[src/core/dss_consts.svh]
`ifndef DSS_CONSTS_SVH
`define DSS_CONSTS_SVH

// ----------------------------------------------------------------
// register offsets and reset values
// ----------------------------------------------------------------
`define DSS_OFS_STATUS   8'h04
`define DSS_OFS_CONTROL  8'h08
`define DSS_CTRL_RESET   8'h00

// ----------------------------------------------------------------
// control field layout, slot n sits at n * stride
// ----------------------------------------------------------------
`define DSS_SLOT_STRIDE  4
`define DSS_REG_BIT      0
`define DSS_VSEL_BIT     1
`define DSS_STATE_LSB    2

// ----------------------------------------------------------------
// status field layout, slot n at lsb + 2 * n
// ----------------------------------------------------------------
`define DSS_STATUS_LSB   4
`define DSS_STATUS_W     2

// ----------------------------------------------------------------
// serial interface
// ----------------------------------------------------------------
`define DSS_DEV_ADDR     7'h3c
`define DSS_BYTE_BITS    4'h8
`define DSS_LAST_TX_BIT  4'h7

`endif

[src/core/dss_pkg.sv]
`default_nettype none

package dss_pkg;

	// stored interface state field values
	typedef enum logic [1:0] {
		DSS_STATE_DOWN     = 2'b00,
		DSS_STATE_ISOLATED = 2'b01,
		DSS_STATE_BANNED   = 2'b10,
		DSS_STATE_ACTIVE   = 2'b11
	} dss_slot_state_e;

	// derived status codes as read back
	typedef enum logic [1:0] {
		DSS_STS_DOWN     = 2'b00,
		DSS_STS_ISOLATED = 2'b01,
		DSS_STS_POWERED  = 2'b10,
		DSS_STS_ACTIVE   = 2'b11
	} dss_status_e;

	// serial slave sequencer
	typedef enum logic [2:0] {
		DSS_I2C_IDLE  = 3'b000,
		DSS_I2C_ADDR  = 3'b001,
		DSS_I2C_AACK  = 3'b010,
		DSS_I2C_WDATA = 3'b011,
		DSS_I2C_WACK  = 3'b100,
		DSS_I2C_RDATA = 3'b101,
		DSS_I2C_RACK  = 3'b110
	} dss_i2c_state_e;

endpackage : dss_pkg

`default_nettype wire

[src/core/dss_slot_stage.sv]
`include "dss_consts.svh"
`default_nettype none

module dss_slot_stage #(
	parameter int SIG_W = 3
) (
	input  wire logic               ref_clk,
	input  wire logic               srst,
	input  wire logic [1:0]         stateField,
	input  wire logic               regOn,
	input  wire logic               voltSel,
	input  wire logic [SIG_W-1:0]   bbSig,
	output var  logic [1:0]         statusCode,
	output logic                    ldoOn,
	output logic                    ldoPullDn,
	output logic                    ldoHighV,
	output logic [SIG_W-1:0]        cardSig,
	output logic                    cardDrvEn,
	output logic                    cardPullDn
);

	// ----------------------------------------------------------------
	// parameter check
	// ----------------------------------------------------------------
	if (SIG_W < 1) begin : g_bad_width
		$error("dss_slot_stage: SIG_W must be at least one");
	end

	logic             ldoOn_q, ldoOn_d;
	logic             ldoPullDn_q, ldoPullDn_d;
	logic             ldoHighV_q, ldoHighV_d;
	logic [SIG_W-1:0] cardSig_q, cardSig_d;
	logic             cardDrvEn_q, cardDrvEn_d;
	logic             cardPullDn_q, cardPullDn_d;

	// ----------------------------------------------------------------
	// status decode, purely from this slot's own fields
	// ----------------------------------------------------------------
	// regulator bit only gates the status, never the stored state
	always_comb begin
		statusCode = dss_pkg::DSS_STS_DOWN;
		if (!regOn) begin
			statusCode = dss_pkg::DSS_STS_DOWN;
		end else begin
			case (stateField)
				dss_pkg::DSS_STATE_DOWN:     statusCode = dss_pkg::DSS_STS_POWERED;
				dss_pkg::DSS_STATE_ISOLATED: statusCode = dss_pkg::DSS_STS_ISOLATED;
				dss_pkg::DSS_STATE_BANNED:   statusCode = dss_pkg::DSS_STS_POWERED;
				dss_pkg::DSS_STATE_ACTIVE:   statusCode = dss_pkg::DSS_STS_ACTIVE;
				default:                     statusCode = dss_pkg::DSS_STS_DOWN;
			endcase
		end
	end

	// ----------------------------------------------------------------
	// pin behaviour per status
	// ----------------------------------------------------------------
	// pins lag the status by one edge so every pin output is a flop; statusCode is not
	always_comb begin
		ldoOn_d      = regOn;
		ldoPullDn_d  = ~regOn;
		ldoHighV_d   = voltSel;
		cardSig_d    = '0;
		cardDrvEn_d  = 1'b0;
		cardPullDn_d = 1'b1;
		case (statusCode)
			dss_pkg::DSS_STS_DOWN: begin
				cardDrvEn_d  = 1'b0;
				cardPullDn_d = 1'b1;
			end
			dss_pkg::DSS_STS_POWERED: begin
				// totem pole stage drives low instead of the resistor
				cardSig_d    = '0;
				cardDrvEn_d  = 1'b1;
				cardPullDn_d = 1'b0;
			end
			dss_pkg::DSS_STS_ISOLATED: begin
				cardSig_d    = cardSig_q;
				cardDrvEn_d  = 1'b1;
				cardPullDn_d = 1'b0;
			end
			dss_pkg::DSS_STS_ACTIVE: begin
				cardSig_d    = bbSig;
				cardDrvEn_d  = 1'b1;
				cardPullDn_d = 1'b0;
			end
			default: begin
				cardDrvEn_d  = 1'b0;
				cardPullDn_d = 1'b1;
			end
		endcase
	end

	// ----------------------------------------------------------------
	// pin registers
	// ----------------------------------------------------------------
	always_ff @(posedge ref_clk) begin
		if (srst) begin
			ldoOn_q      <= 1'b0;
			ldoPullDn_q  <= 1'b1;
			ldoHighV_q   <= 1'b0;
			cardSig_q    <= '0;
			cardDrvEn_q  <= 1'b0;
			cardPullDn_q <= 1'b1;
		end else begin
			ldoOn_q      <= ldoOn_d;
			ldoPullDn_q  <= ldoPullDn_d;
			ldoHighV_q   <= ldoHighV_d;
			cardSig_q    <= cardSig_d;
			cardDrvEn_q  <= cardDrvEn_d;
			cardPullDn_q <= cardPullDn_d;
		end
	end

	assign ldoOn      = ldoOn_q;
	assign ldoPullDn  = ldoPullDn_q;
	assign ldoHighV   = ldoHighV_q;
	assign cardSig    = cardSig_q;
	assign cardDrvEn  = cardDrvEn_q;
	assign cardPullDn = cardPullDn_q;

endmodule : dss_slot_stage

`default_nettype wire

[src/core/dss_slot_ctrl_regs.sv]
// What this block does
// - slot one state field at control bits 3:2, slot two at 7:6, control at 08h.
// - status bits 5:4 give slot one code, 7:6 slot two, status at 04h.
// - regulator bit 0 and 4; zero is off with pull-down, one is on.
// - voltage select bit 1 and 5; zero picks 1.8 V, one picks 2.95 V.
// - regulator bit zero always reports status 00 for that slot.
// - state 00 with regulator on reports status 10.
// - state 01 with regulator on reports 01, isolated only while powered.
// - state 11 with regulator on reports 11, active only while powered.
// - isolated state holds each card output at its last level, driven.
// - active outputs follow inputs; powered down enables the pull-down resistor.
// - state 10 is stored as written; reports 00 or 10 by regulator bit.
// - no state value, including 10, changes any regulator bit.
// - regulator bits never change stored state bits, only derived status.
// - reset clears the control register to zero, both slots powered down.
// - status register is read only, built from state and regulator bits.
`include "dss_consts.svh"
`default_nettype none

module dss_slot_ctrl_regs #(
	parameter logic [6:0] DEV_ADDR = `DSS_DEV_ADDR,
	parameter int         SIG_W    = 3
) (
	input  wire logic                 ref_clk,
	input  wire logic                 srst,
	input  wire logic                 sclIn,
	input  wire logic                 sdaIn,
	output logic                      sdaOut,
	output logic                      sdaOe,
	input  wire logic [2*SIG_W-1:0]   bbSig,
	output logic [1:0]                ldoOn,
	output logic [1:0]                ldoPullDn,
	output logic [1:0]                ldoHighV,
	output logic [2*SIG_W-1:0]        cardSig,
	output logic [1:0]                cardDrvEn,
	output logic [1:0]                cardPullDn
);

	// ----------------------------------------------------------------
	// parameter check
	// ----------------------------------------------------------------
	if (SIG_W < 1) begin : g_bad_width
		$error("dss_slot_ctrl_regs: SIG_W must be at least one");
	end

	// ----------------------------------------------------------------
	// state
	// ----------------------------------------------------------------
	dss_pkg::dss_i2c_state_e state_q, state_d;
	logic [7:0] ctrl_q, ctrl_d;
	logic [7:0] ptr_q, ptr_d;
	logic [7:0] rxShift_q, rxShift_d;
	logic [7:0] txShift_q, txShift_d;
	logic [3:0] bitCnt_q, bitCnt_d;
	logic       readMode_q, readMode_d;
	logic       firstByte_q, firstByte_d;
	logic       nack_q, nack_d;
	logic       sdaOe_q, sdaOe_d;
	logic       sdaOut_q;
	logic       scl_q, scl_d;
	logic       sda_q, sda_d;

	logic       sclRise, sclFall, startSeen, stopSeen;
	logic [7:0] statusByte;
	logic [7:0] readByte;
	logic [7:0] rxNext;
	logic [3:0] statusCodes;
	logic       ctrlWe;

	// ----------------------------------------------------------------
	// per slot status and pin stage
	// ----------------------------------------------------------------
	for (genvar s = 0; s < 2; s++) begin : g_slot
		localparam int BASE = s * `DSS_SLOT_STRIDE;
		dss_slot_stage #(
			.SIG_W (SIG_W)
		) u_stage (
			.ref_clk    (ref_clk),
			.srst       (srst),
			.stateField (ctrl_q[BASE+`DSS_STATE_LSB +: 2]),
			.regOn      (ctrl_q[BASE+`DSS_REG_BIT]),
			.voltSel    (ctrl_q[BASE+`DSS_VSEL_BIT]),
			.bbSig      (bbSig[s*SIG_W +: SIG_W]),
			.statusCode (statusCodes[s*2 +: 2]),
			.ldoOn      (ldoOn[s]),
			.ldoPullDn  (ldoPullDn[s]),
			.ldoHighV   (ldoHighV[s]),
			.cardSig    (cardSig[s*SIG_W +: SIG_W]),
			.cardDrvEn  (cardDrvEn[s]),
			.cardPullDn (cardPullDn[s])
		);
	end

	// ----------------------------------------------------------------
	// read mux
	// ----------------------------------------------------------------
	// other status bits belong elsewhere, they read zero here
	always_comb begin
		statusByte = 8'h00;
		statusByte[`DSS_STATUS_LSB +: 2*`DSS_STATUS_W] = statusCodes;
		case (ptr_q)
			`DSS_OFS_STATUS:  readByte = statusByte;
			`DSS_OFS_CONTROL: readByte = ctrl_q;
			default:          readByte = 8'h00;
		endcase
	end

	// ----------------------------------------------------------------
	// bus line events
	// ----------------------------------------------------------------
	// lines are synchronous, one stage of history is enough for edges
	assign sclRise   = sclIn & ~scl_q;
	assign sclFall   = ~sclIn & scl_q;
	assign startSeen = sclIn & scl_q & sda_q & ~sdaIn;
	assign stopSeen  = sclIn & scl_q & ~sda_q & sdaIn;
	assign rxNext    = {rxShift_q[6:0], sdaIn};

	// ----------------------------------------------------------------
	// serial slave sequencer and register writes
	// ----------------------------------------------------------------
	always_comb begin
		state_d     = state_q;
		ctrlWe      = 1'b0;
		ptr_d       = ptr_q;
		rxShift_d   = rxShift_q;
		txShift_d   = txShift_q;
		bitCnt_d    = bitCnt_q;
		readMode_d  = readMode_q;
		firstByte_d = firstByte_q;
		nack_d      = nack_q;
		sdaOe_d     = sdaOe_q;
		if (startSeen) begin
			// repeated start restarts addressing, pointer is kept
			state_d  = dss_pkg::DSS_I2C_ADDR;
			bitCnt_d = 4'h0;
			sdaOe_d  = 1'b0;
		end else if (stopSeen) begin
			state_d = dss_pkg::DSS_I2C_IDLE;
			sdaOe_d = 1'b0;
		end else begin
			case (state_q)
				dss_pkg::DSS_I2C_IDLE: begin
					sdaOe_d = 1'b0;
				end
				dss_pkg::DSS_I2C_ADDR: begin
					if (sclRise) begin
						rxShift_d = rxNext;
						bitCnt_d  = bitCnt_q + 4'h1;
					end else if (sclFall && bitCnt_q == `DSS_BYTE_BITS) begin
						if (rxShift_q[7:1] == DEV_ADDR) begin
							readMode_d  = rxShift_q[0];
							firstByte_d = ~rxShift_q[0];
							sdaOe_d     = 1'b1;
							state_d     = dss_pkg::DSS_I2C_AACK;
						end else begin
							state_d = dss_pkg::DSS_I2C_IDLE;
						end
					end
				end
				dss_pkg::DSS_I2C_AACK: begin
					if (sclFall) begin
						bitCnt_d = 4'h0;
						if (readMode_q) begin
							txShift_d = readByte;
							ptr_d     = ptr_q + 8'h01;
							sdaOe_d   = ~readByte[7];
							state_d   = dss_pkg::DSS_I2C_RDATA;
						end else begin
							sdaOe_d = 1'b0;
							state_d = dss_pkg::DSS_I2C_WDATA;
						end
					end
				end
				dss_pkg::DSS_I2C_WDATA: begin
					if (sclRise) begin
						rxShift_d = rxNext;
						bitCnt_d  = bitCnt_q + 4'h1;
					end else if (sclFall && bitCnt_q == `DSS_BYTE_BITS) begin
						if (firstByte_q) begin
							ptr_d       = rxShift_q;
							firstByte_d = 1'b0;
						end else begin
							// stored verbatim: state 10 is not blocked
							if (ptr_q == `DSS_OFS_CONTROL) begin
								ctrlWe = 1'b1;
							end
							ptr_d = ptr_q + 8'h01;
						end
						// status offset is read only, a write is acked and dropped
						sdaOe_d = 1'b1;
						state_d = dss_pkg::DSS_I2C_WACK;
					end
				end
				dss_pkg::DSS_I2C_WACK: begin
					if (sclFall) begin
						sdaOe_d  = 1'b0;
						bitCnt_d = 4'h0;
						state_d  = dss_pkg::DSS_I2C_WDATA;
					end
				end
				dss_pkg::DSS_I2C_RDATA: begin
					if (sclFall) begin
						if (bitCnt_q == `DSS_LAST_TX_BIT) begin
							sdaOe_d  = 1'b0;
							bitCnt_d = 4'h0;
							state_d  = dss_pkg::DSS_I2C_RACK;
						end else begin
							txShift_d = {txShift_q[6:0], 1'b0};
							sdaOe_d   = ~txShift_q[6];
							bitCnt_d  = bitCnt_q + 4'h1;
						end
					end
				end
				dss_pkg::DSS_I2C_RACK: begin
					if (sclRise) begin
						nack_d = sdaIn;
					end else if (sclFall) begin
						if (nack_q) begin
							state_d = dss_pkg::DSS_I2C_IDLE;
						end else begin
							txShift_d = readByte;
							ptr_d     = ptr_q + 8'h01;
							sdaOe_d   = ~readByte[7];
							state_d   = dss_pkg::DSS_I2C_RDATA;
						end
					end
				end
				default: begin
					state_d = dss_pkg::DSS_I2C_IDLE;
					sdaOe_d = 1'b0;
				end
			endcase
		end
	end

	// ----------------------------------------------------------------
	// registers
	// ----------------------------------------------------------------
	always_ff @(posedge ref_clk) begin
		if (srst) begin
			state_q     <= dss_pkg::DSS_I2C_IDLE;
			ptr_q       <= 8'h00;
			rxShift_q   <= 8'h00;
			txShift_q   <= 8'h00;
			bitCnt_q    <= 4'h0;
			readMode_q  <= 1'b0;
			firstByte_q <= 1'b0;
			nack_q      <= 1'b0;
			sdaOe_q     <= 1'b0;
			sdaOut_q    <= 1'b0;
		end else begin
			state_q     <= state_d;
			ptr_q       <= ptr_d;
			rxShift_q   <= rxShift_d;
			txShift_q   <= txShift_d;
			bitCnt_q    <= bitCnt_d;
			readMode_q  <= readMode_d;
			firstByte_q <= firstByte_d;
			nack_q      <= nack_d;
			sdaOe_q     <= sdaOe_d;
			sdaOut_q    <= 1'b0; // open drain: only ever pulls low
		end
	end

	// ----------------------------------------------------------------
	// control register
	// ----------------------------------------------------------------
	// stored verbatim: no field is filtered or tied to another field
	always_comb begin
		ctrl_d = ctrl_q;
		if (ctrlWe) begin
			ctrl_d = rxShift_q;
		end
	end

	always_ff @(posedge ref_clk) begin
		if (srst) begin
			ctrl_q <= `DSS_CTRL_RESET;
		end else begin
			ctrl_q <= ctrl_d;
		end
	end

	// ----------------------------------------------------------------
	// bus line history
	// ----------------------------------------------------------------
	// reset to the idle level, so no false edge follows reset
	always_comb begin
		scl_d = sclIn;
		sda_d = sdaIn;
	end

	always_ff @(posedge ref_clk) begin
		if (srst) begin
			scl_q <= 1'b1;
			sda_q <= 1'b1;
		end else begin
			scl_q <= scl_d;
			sda_q <= sda_d;
		end
	end

	assign sdaOut = sdaOut_q;
	assign sdaOe  = sdaOe_q;

endmodule : dss_slot_ctrl_regs

`default_nettype wire

[config.mk]
export PLATFORM = sky130hd
export DESIGN_NAME = dss_slot_ctrl_regs
export DESIGN_NICKNAME = d
export VERILOG_FILES = /design/src/core/dss_pkg.sv /design/src/core/dss_slot_stage.sv /design/src/core/dss_slot_ctrl_regs.sv
export VERILOG_INCLUDE_DIRS = /design/src /design/src/core
export SDC_FILE = /design/constraint.sdc
export NUM_CORES = 1
export LEC_CHECK = 0
export CORE_MARGIN = 2
export CORE_UTILIZATION = 30
export DETAILED_ROUTE_END_ITERATION = 6
export DONT_BUFFER_PORTS = 1
export GPL_ROUTABILITY_DRIVEN = 0
export GPL_TIMING_DRIVEN = 1
export PLACE_DENSITY = 0.49
export RECOVER_POWER = 100
export SKIP_LAST_GASP = 1
export SLEW_MARGIN = 40
export SYNTH_ARGS = -nofsm -noshare
export SYNTH_HDL_FRONTEND = slang
export SYNTH_HIERARCHICAL = 1
export SYNTH_SLANG_ARGS = --single-unit
[constraint.sdc]
create_clock -name ref_clk -period 3.95 [get_ports ref_clk]
set_clock_uncertainty 0.1 [all_clocks]
set_input_delay 0.5925 -clock ref_clk [delete_from_list [all_inputs] [get_ports ref_clk]]
set_output_delay 0.5925 -clock ref_clk [all_outputs]
set_load 0.01 [all_outputs]
==> flow_summary.toml, run 1 <==
[final_layout]
fill_cells = 1055
layout_commonest_cell = "dfxtp_1"
diodes = 0
layout.nets = 354
final_cell_mix = "dfxtp_1, nor2_1, a21oi_1"
area_growth_pct = 9.50
drive_above_1_share = 0.0725

[setup_path]
worstPathRequired_ns = 4.13
worstPathMaxFanout = 21
max_stage_delay_ns = 0.89
arrival_ns = 2.82
crit_chain = "nor2b_1, and4_1, o211ai_1, o21ai_0, a21oi_1"
cp-endpoint = "ptr_q[7]"
crit-reg2reg-launch = "state_q[2]"
r2r_end = "ptr_q[7]"
end_kind = "flop"
reg2reg_depth = 5
reg2reg_setup_slack_ns = 1.31
cp_slowest_cell = "o211ai_1"
crit_path_start = "state_q[2]"
worstSetupPathType = "reg -> reg"
critPathLaunchType = "flop"

[clock_tree]
clk_path_buf_depth = 2
h-tree-depth = 3
cts-resized-gates = 0
cts_made_buffers = 9
clock-sinks = 60
clk_latency_ns = 0.35
cts_tree = "yes"
cts_root_buf = "clkbuf_8"
cts.clk_slew.worst_paths_ns = 0.07
cts_hold_buf = 0
cts_setup_buffers = 0

[detailed_routing]
vias_per_cell = 5.06
vias = 2419
totalWireLength_mm = 6.93
drc_errors = 0
ant_nets = 0
drt-pass1-iter-count = 5
wl_per_cell_um = 14.5
drt_iter0_drc = 116

[placed_design]
port_buffers = 0
hpwl_mm = 4.67

[die]
die-area_um2 = 10600
rows = 36
initial_core_util = 0.306
fp.dieH_um = 103
die_width_um = 103
ios = 28
core_region_area_um2 = 9640

[sta]
rsz0062_at_grt = "false"
setup_viol = 0
min_period_ns = 2.64
slew_violations = 0
max-slew-margin-rel = 0.255
fin_setup_tns_ns = 0
max_freq_mhz = 379
worst_pin_slew_ns = 1.11
timing.final.crit_share = 0.669
hold_viol_final = 0
holdWs_ns = 0.216

[power_and_ir_drop]
power_switching_mw = 0.352
max-vdd-ir-drop_uv = 249
internal_power_mw = 1.08
p_leak_nw = 1.09
powerDensity_nw_per_um2 = 442
seqPwrFrac = 0.461
p_total_mw = 1.43
switching_share = 0.247
clock_power_share = 0.447
p_comb_frac = 0.093

[synthesis]
ys_seq_elements = 60
yosysSeqAreaShare = 0.407
synthTopCellsByArea = "dfxtp_1, mux2i_1, a21oi_1"
synth_cell_types = 59
synth-edff-count = 0
synth_ff_type = "dfxtp_1"
synthDominantCellAreaShare = 0.407
syn_nets = 358
yosysTopAreaCell = "dfxtp_1"
synthArstFlopShare = 0
ys_warn_count = 6
avgSynthCellArea_um2 = 8.58
syn-instance-count = 344
syn_area_um2 = 2950

[flow_run]
drv_cap = 0

[min_path]
worstHoldPathCells = 1
hp-class = "in -> reg"

[outcome]
status = "completed"

[global_route]
antenna_found_initial = 0
grt_max_degree = 52
overflow = 0
grt.total_usage = 0.142
grt_pass1_wl_mm = 11.5
grt_pass1_vias = 2209
## power groups by stage
stage / registers (mW) / logic, mW / clock network [mW]
after floorplan: 0.652 / 0.140 / 0
after global placement: 0.672 / 0.140 / 0
after detailed placement: 0.673 / 0.140 / 0
after CTS: 0.660 / 0.141 / 0.655
after global routing: 0.662 / 0.152 / 0.678
final: 0.658 / 0.132 / 0.638
## worst max-delay path: cells and delay by family (launching register included)
kind | cells | cell delay [ns]
flops | 1 | 0.74
simple gates | 2 | 0.45
compound gates | 3 | 1.30
## worst min-delay path by stage
stage	startpoint	endpoint
floorplan	ctrl_q[0]	g_slot[0].u_stage/cardPullDn
global placement	txShift_q[0]	txShift_q[0]
detailed placement	txShift_q[0]	txShift_q[0]
CTS	srst	rxShift_q[3]
global route	srst	rxShift_q[3]
finish	srst	ctrl_q[5]
## cell type report
class | count | area (um^2) | share of cell area
well taps | 133 | 166 | 0.0515
inverters | 13 | 48.8 | 0.0151
clock buffers | 13 | 159 | 0.0492
multi-input cells | 256 | 1590 | 0.491
flip-flops and latches | 60 | 1200 | 0.372
clock inverters | 3 | 68.8 | 0.0213
## logic make-up after synthesis
family | synth area share
mux | 0.0577
xor+xnor | 0.00891
simple gates | 0.270
buf+inv | 0.0411
flops | 0.407
compound gates | 0.197
fa+ha+maj | 0.0170
other cells | 0.00127
## per-stage QoR
stage | cells | instance area [um^2] | utilization | setup WS (ns)
finish | 478 | 3230 | 0.335 | 1.31
global route | 478 | 3230 | 0.335 | 1.06
CTS | 478 | 3280 | 0.340 | 1.53
detailed placement | 462 | 3050 | 0.316 | 1.55
global placement | 462 | 3040 | 0.316 | 1.58
floorplan | 344 | 2950 | - | 1.98
## registers in the layout, indices dropped and copies added, names as in the netlist
signal,cells
g_slot.u_stage/ldoOn,2
state_q,3
nack_q,1
g_slot.u_stage/ldoPullDn,2
g_slot.u_stage/cardPullDn,2
firstByte_q,1
g_slot.u_stage/ldoHighV,2
bitCnt_q,4
scl_q,1
g_slot.u_stage/cardDrvEn,2
g_slot.u_stage/cardSig,6
sdaOe,1
ctrl_q,8
ptr_q,8
readMode_q,1
sda_q,1
txShift_q,7
rxShift_q,8
## cells in the mapped netlist, types with 6 or more instances
| library cell | instances |
|---|---|
| a211oi_1 | 11 |
| nand3_1 | 7 |
| inv_1 | 13 |
| a21oi_1 | 32 |
| nor2_1 | 41 |
| dfxtp_1 | 60 |
| nor3_1 | 9 |
| nand2b_1 | 12 |
| nand2_1 | 26 |
| o21ai_0 | 10 |
| mux2i_1 | 17 |
| nor2b_1 | 6 |
| a22oi_1 | 9 |
| buf_2 | 7 |
| or2_2 | 6 |
## layer usage
metal | routed length [um] | GRT usage
met3 | 240 | 0.0383
met5 | 0 | 0
met2 | 3050 | 0.200
met1 | 3500 | 0.202
met4 | 134 | 0.0638
No activity file was read; power rests on OpenSTA's default activity.
==> run 2, diff against run 1 <==
Settings changed: ABC_AREA set to 1.
Clock period 3.95 ns to 2.7 ns, I/O delays scaled along.
==> run 2 against run 1 <==
Against the previous run: first-iteration DRC count rose by 41%; non-clock buffer count grew 5; clock power increased by 21%; sequential share of layout area fell by 2.0 points; register-to-register slack worse by 0.77 ns; worst hold slack worse by 0.20 ns; count of clock-buffer cells in the layout down 4; global-route usage is 0.20 points higher; synthesized area grew 6.4%; sequential cell count is the same; highest routed layer unchanged.
==> flow_summary.toml, run 2 <==
[synthesis]
synth-edff-count = 0
synthArstFlopShare = 0
yosysSeqAreaShare = 0.383
ys_seq_elements = 60
synthTopCellsByArea = "dfxtp_1, nand2_1, nor2_1"
synth.top_cells.by_count = "nand2_1, nor2_1, dfxtp_1"
synthDominantCellAreaShare = 0.383
yosysTopAreaCell = "dfxtp_1"
syn_area_um2 = 3140
syn_nets = 468
yosysMostFrequentCell = "nand2_1"
synth_ff_type = "dfxtp_1"
synth_cell_types = 35
avgSynthCellArea_um2 = 6.91
syn-instance-count = 454
ys_warn_count = 6

[setup_path]
r2r_end = "txShift_q[6]"
worstPathRequired_ns = 2.88
reg2reg_setup_slack_ns = 0.54
worstPathMaxFanout = 8
reg2reg_depth = 8
worstSetupPathType = "reg -> reg"
arrival_ns = 2.35
crit-reg2reg-launch = "state_q[0]"
end_kind = "flop"
critPathLaunchType = "flop"

[die]
rows = 37
initial_core_util = 0.307
fp.dieH_um = 106
die-area_um2 = 11300
die_width_um = 106
core_region_area_um2 = 10200
ios = 28

[flow_run]
drv_cap = 0

[min_path]
hold_path_end = "g_slot[0].u_stage/ldoOn"
worstHoldPathCells = 1
hp-class = "in -> reg"
hold_path.startpoint = "srst"

[clock_tree]
cts_hold_buf = 1
cts-resized-gates = 0
cts.clk_slew.worst_paths_ns = 0.08
cts_setup_buffers = 0
clk_latency_ns = 0.34
cts_made_buffers = 9
clock-sinks = 60
cts_tree = "yes"
h-tree-depth = 3
cts_root_buf = "clkbuf_8"
clk_path_buf_depth = 2

[final_layout]
post-route-util = 0.333
diodes = 0
layout.nets = 470
instances_no_fill = 597
drive_above_1_share = 0.0954
area_growth_pct = 8.73
final_area_um2 = 3410
reg_top3 = "ctrl_q (8), ptr_q (8), rxShift_q (8)"
final_cell_mix = "nand2_1, nor2_1, dfxtp_1"
layout_commonest_cell = "nand2_1"

[sta]
fin_setup_tns_ns = 0
worst_slack_ns = 0.536
rsz0062_at_grt = "false"
min_period_ns = 2.16
hold_viol_final = 0
max-slew-margin-rel = 0.276
timing.final.crit_share = 0.801
worst_pin_slew_ns = 1.09
slew_violations = 0
max_freq_mhz = 462
holdWs_ns = 0.0173
setup_viol = 0

[global_route]
grt_pass1_vias = 2610
antenna_found_initial = 0
grt_max_degree = 30
grt.total_usage = 0.144
overflow = 0
grt_pass1_wl_mm = 12.8

[detailed_routing]
vias_per_cell = 4.62
ant_nets = 0
drc_errors = 0
vias = 2760
totalWireLength_mm = 7.64
wl_per_cell_um = 12.8
drt_iter0_drc = 163
drt-pass1-iter-count = 4

[power_and_ir_drop]
powerDensity_nw_per_um2 = 836
p_leak_nw = 1.37
max-vdd-ir-drop_uv = 229
p_total_mw = 2.85

[placed_design]
dpl-instance-area_um2 = 3240
place_ws_ns = 0.743
hpwl_mm = 5.34
placed_cells = 578
port_buffers = 0

[outcome]
status = "completed"
-- run 2: final cells by class --
| cell class | instances | area, um^2 |
|---|---|---|
| Fill cell | 1122 | 6820 |
| Multi-Input combinational cell | 318 | 1580 |
| Sequential cell | 60 | 1200 |
| Inverter | 62 | 239 |
| Tap cell | 136 | 170 |
| Clock buffer | 9 | 124 |
| Clock inverter | 7 | 60.1 |
| Timing Repair Buffer | 5 | 41.3 |
-- run 2: worst max path at each step --
stage / slack, ns / from / endpoint / depth (start not counted)
after global placement: 0.76 / ptr_q[0] / ctrl_q[0] / 7
after CTS: 0.73 / ptr_q[0] / ctrl_q[2] / 7
after floorplan: 1.12 / ptr_q[0] / ctrl_q[7] / 8
after global routing: 0.32 / state_q[0] / ptr_q[1] / 9
final: 0.54 / state_q[0] / txShift_q[6] / 8
after detailed placement: 0.74 / ptr_q[0] / ctrl_q[2] / 7
-- run 2: critical path, cell delays in order, from the launching register on --
cell and delay, ns:
dfxtp_1 0.62, clkinvlp_2 0.30, nand4_1 0.17, nand3_1 0.14, nor2_2 0.40, nand2_4 0.14
nand2_1 0.08, nand2_1 0.04, nor2_1 0.10
-- run 2: cells by family after synthesis --
kind of cell,Yosys count,synth area share
AO/OA/AOI/OAI,79,0.130
XOR/XNOR,4,0.0112
adder cells (fa/ha/maj),4,0.0159
buffers and inverters,76,0.104
flip-flops,60,0.383
multiplexers,1,0.00319
other,1,0.00120
AND/OR/NAND/NOR,229,0.351
-- run 2: power breakdown --
part	internal [mW]	switching [mW]	total [mW]
logic	0.322	0.641	0.963
registers	0.976	0.143	1.12
clock network	0.347	0.423	0.769
-- run 2: routing by layer --
layer	global-route usage	part of all wire	up-vias	wire (um)
met1	0.197	0.50	1241	3800
met4	0.0695	0.022	0	169
met3	0.0294	0.039	13	295
li1	-	-	1465	-
met2	0.216	0.44	41	3370
met5	0	0	-	0
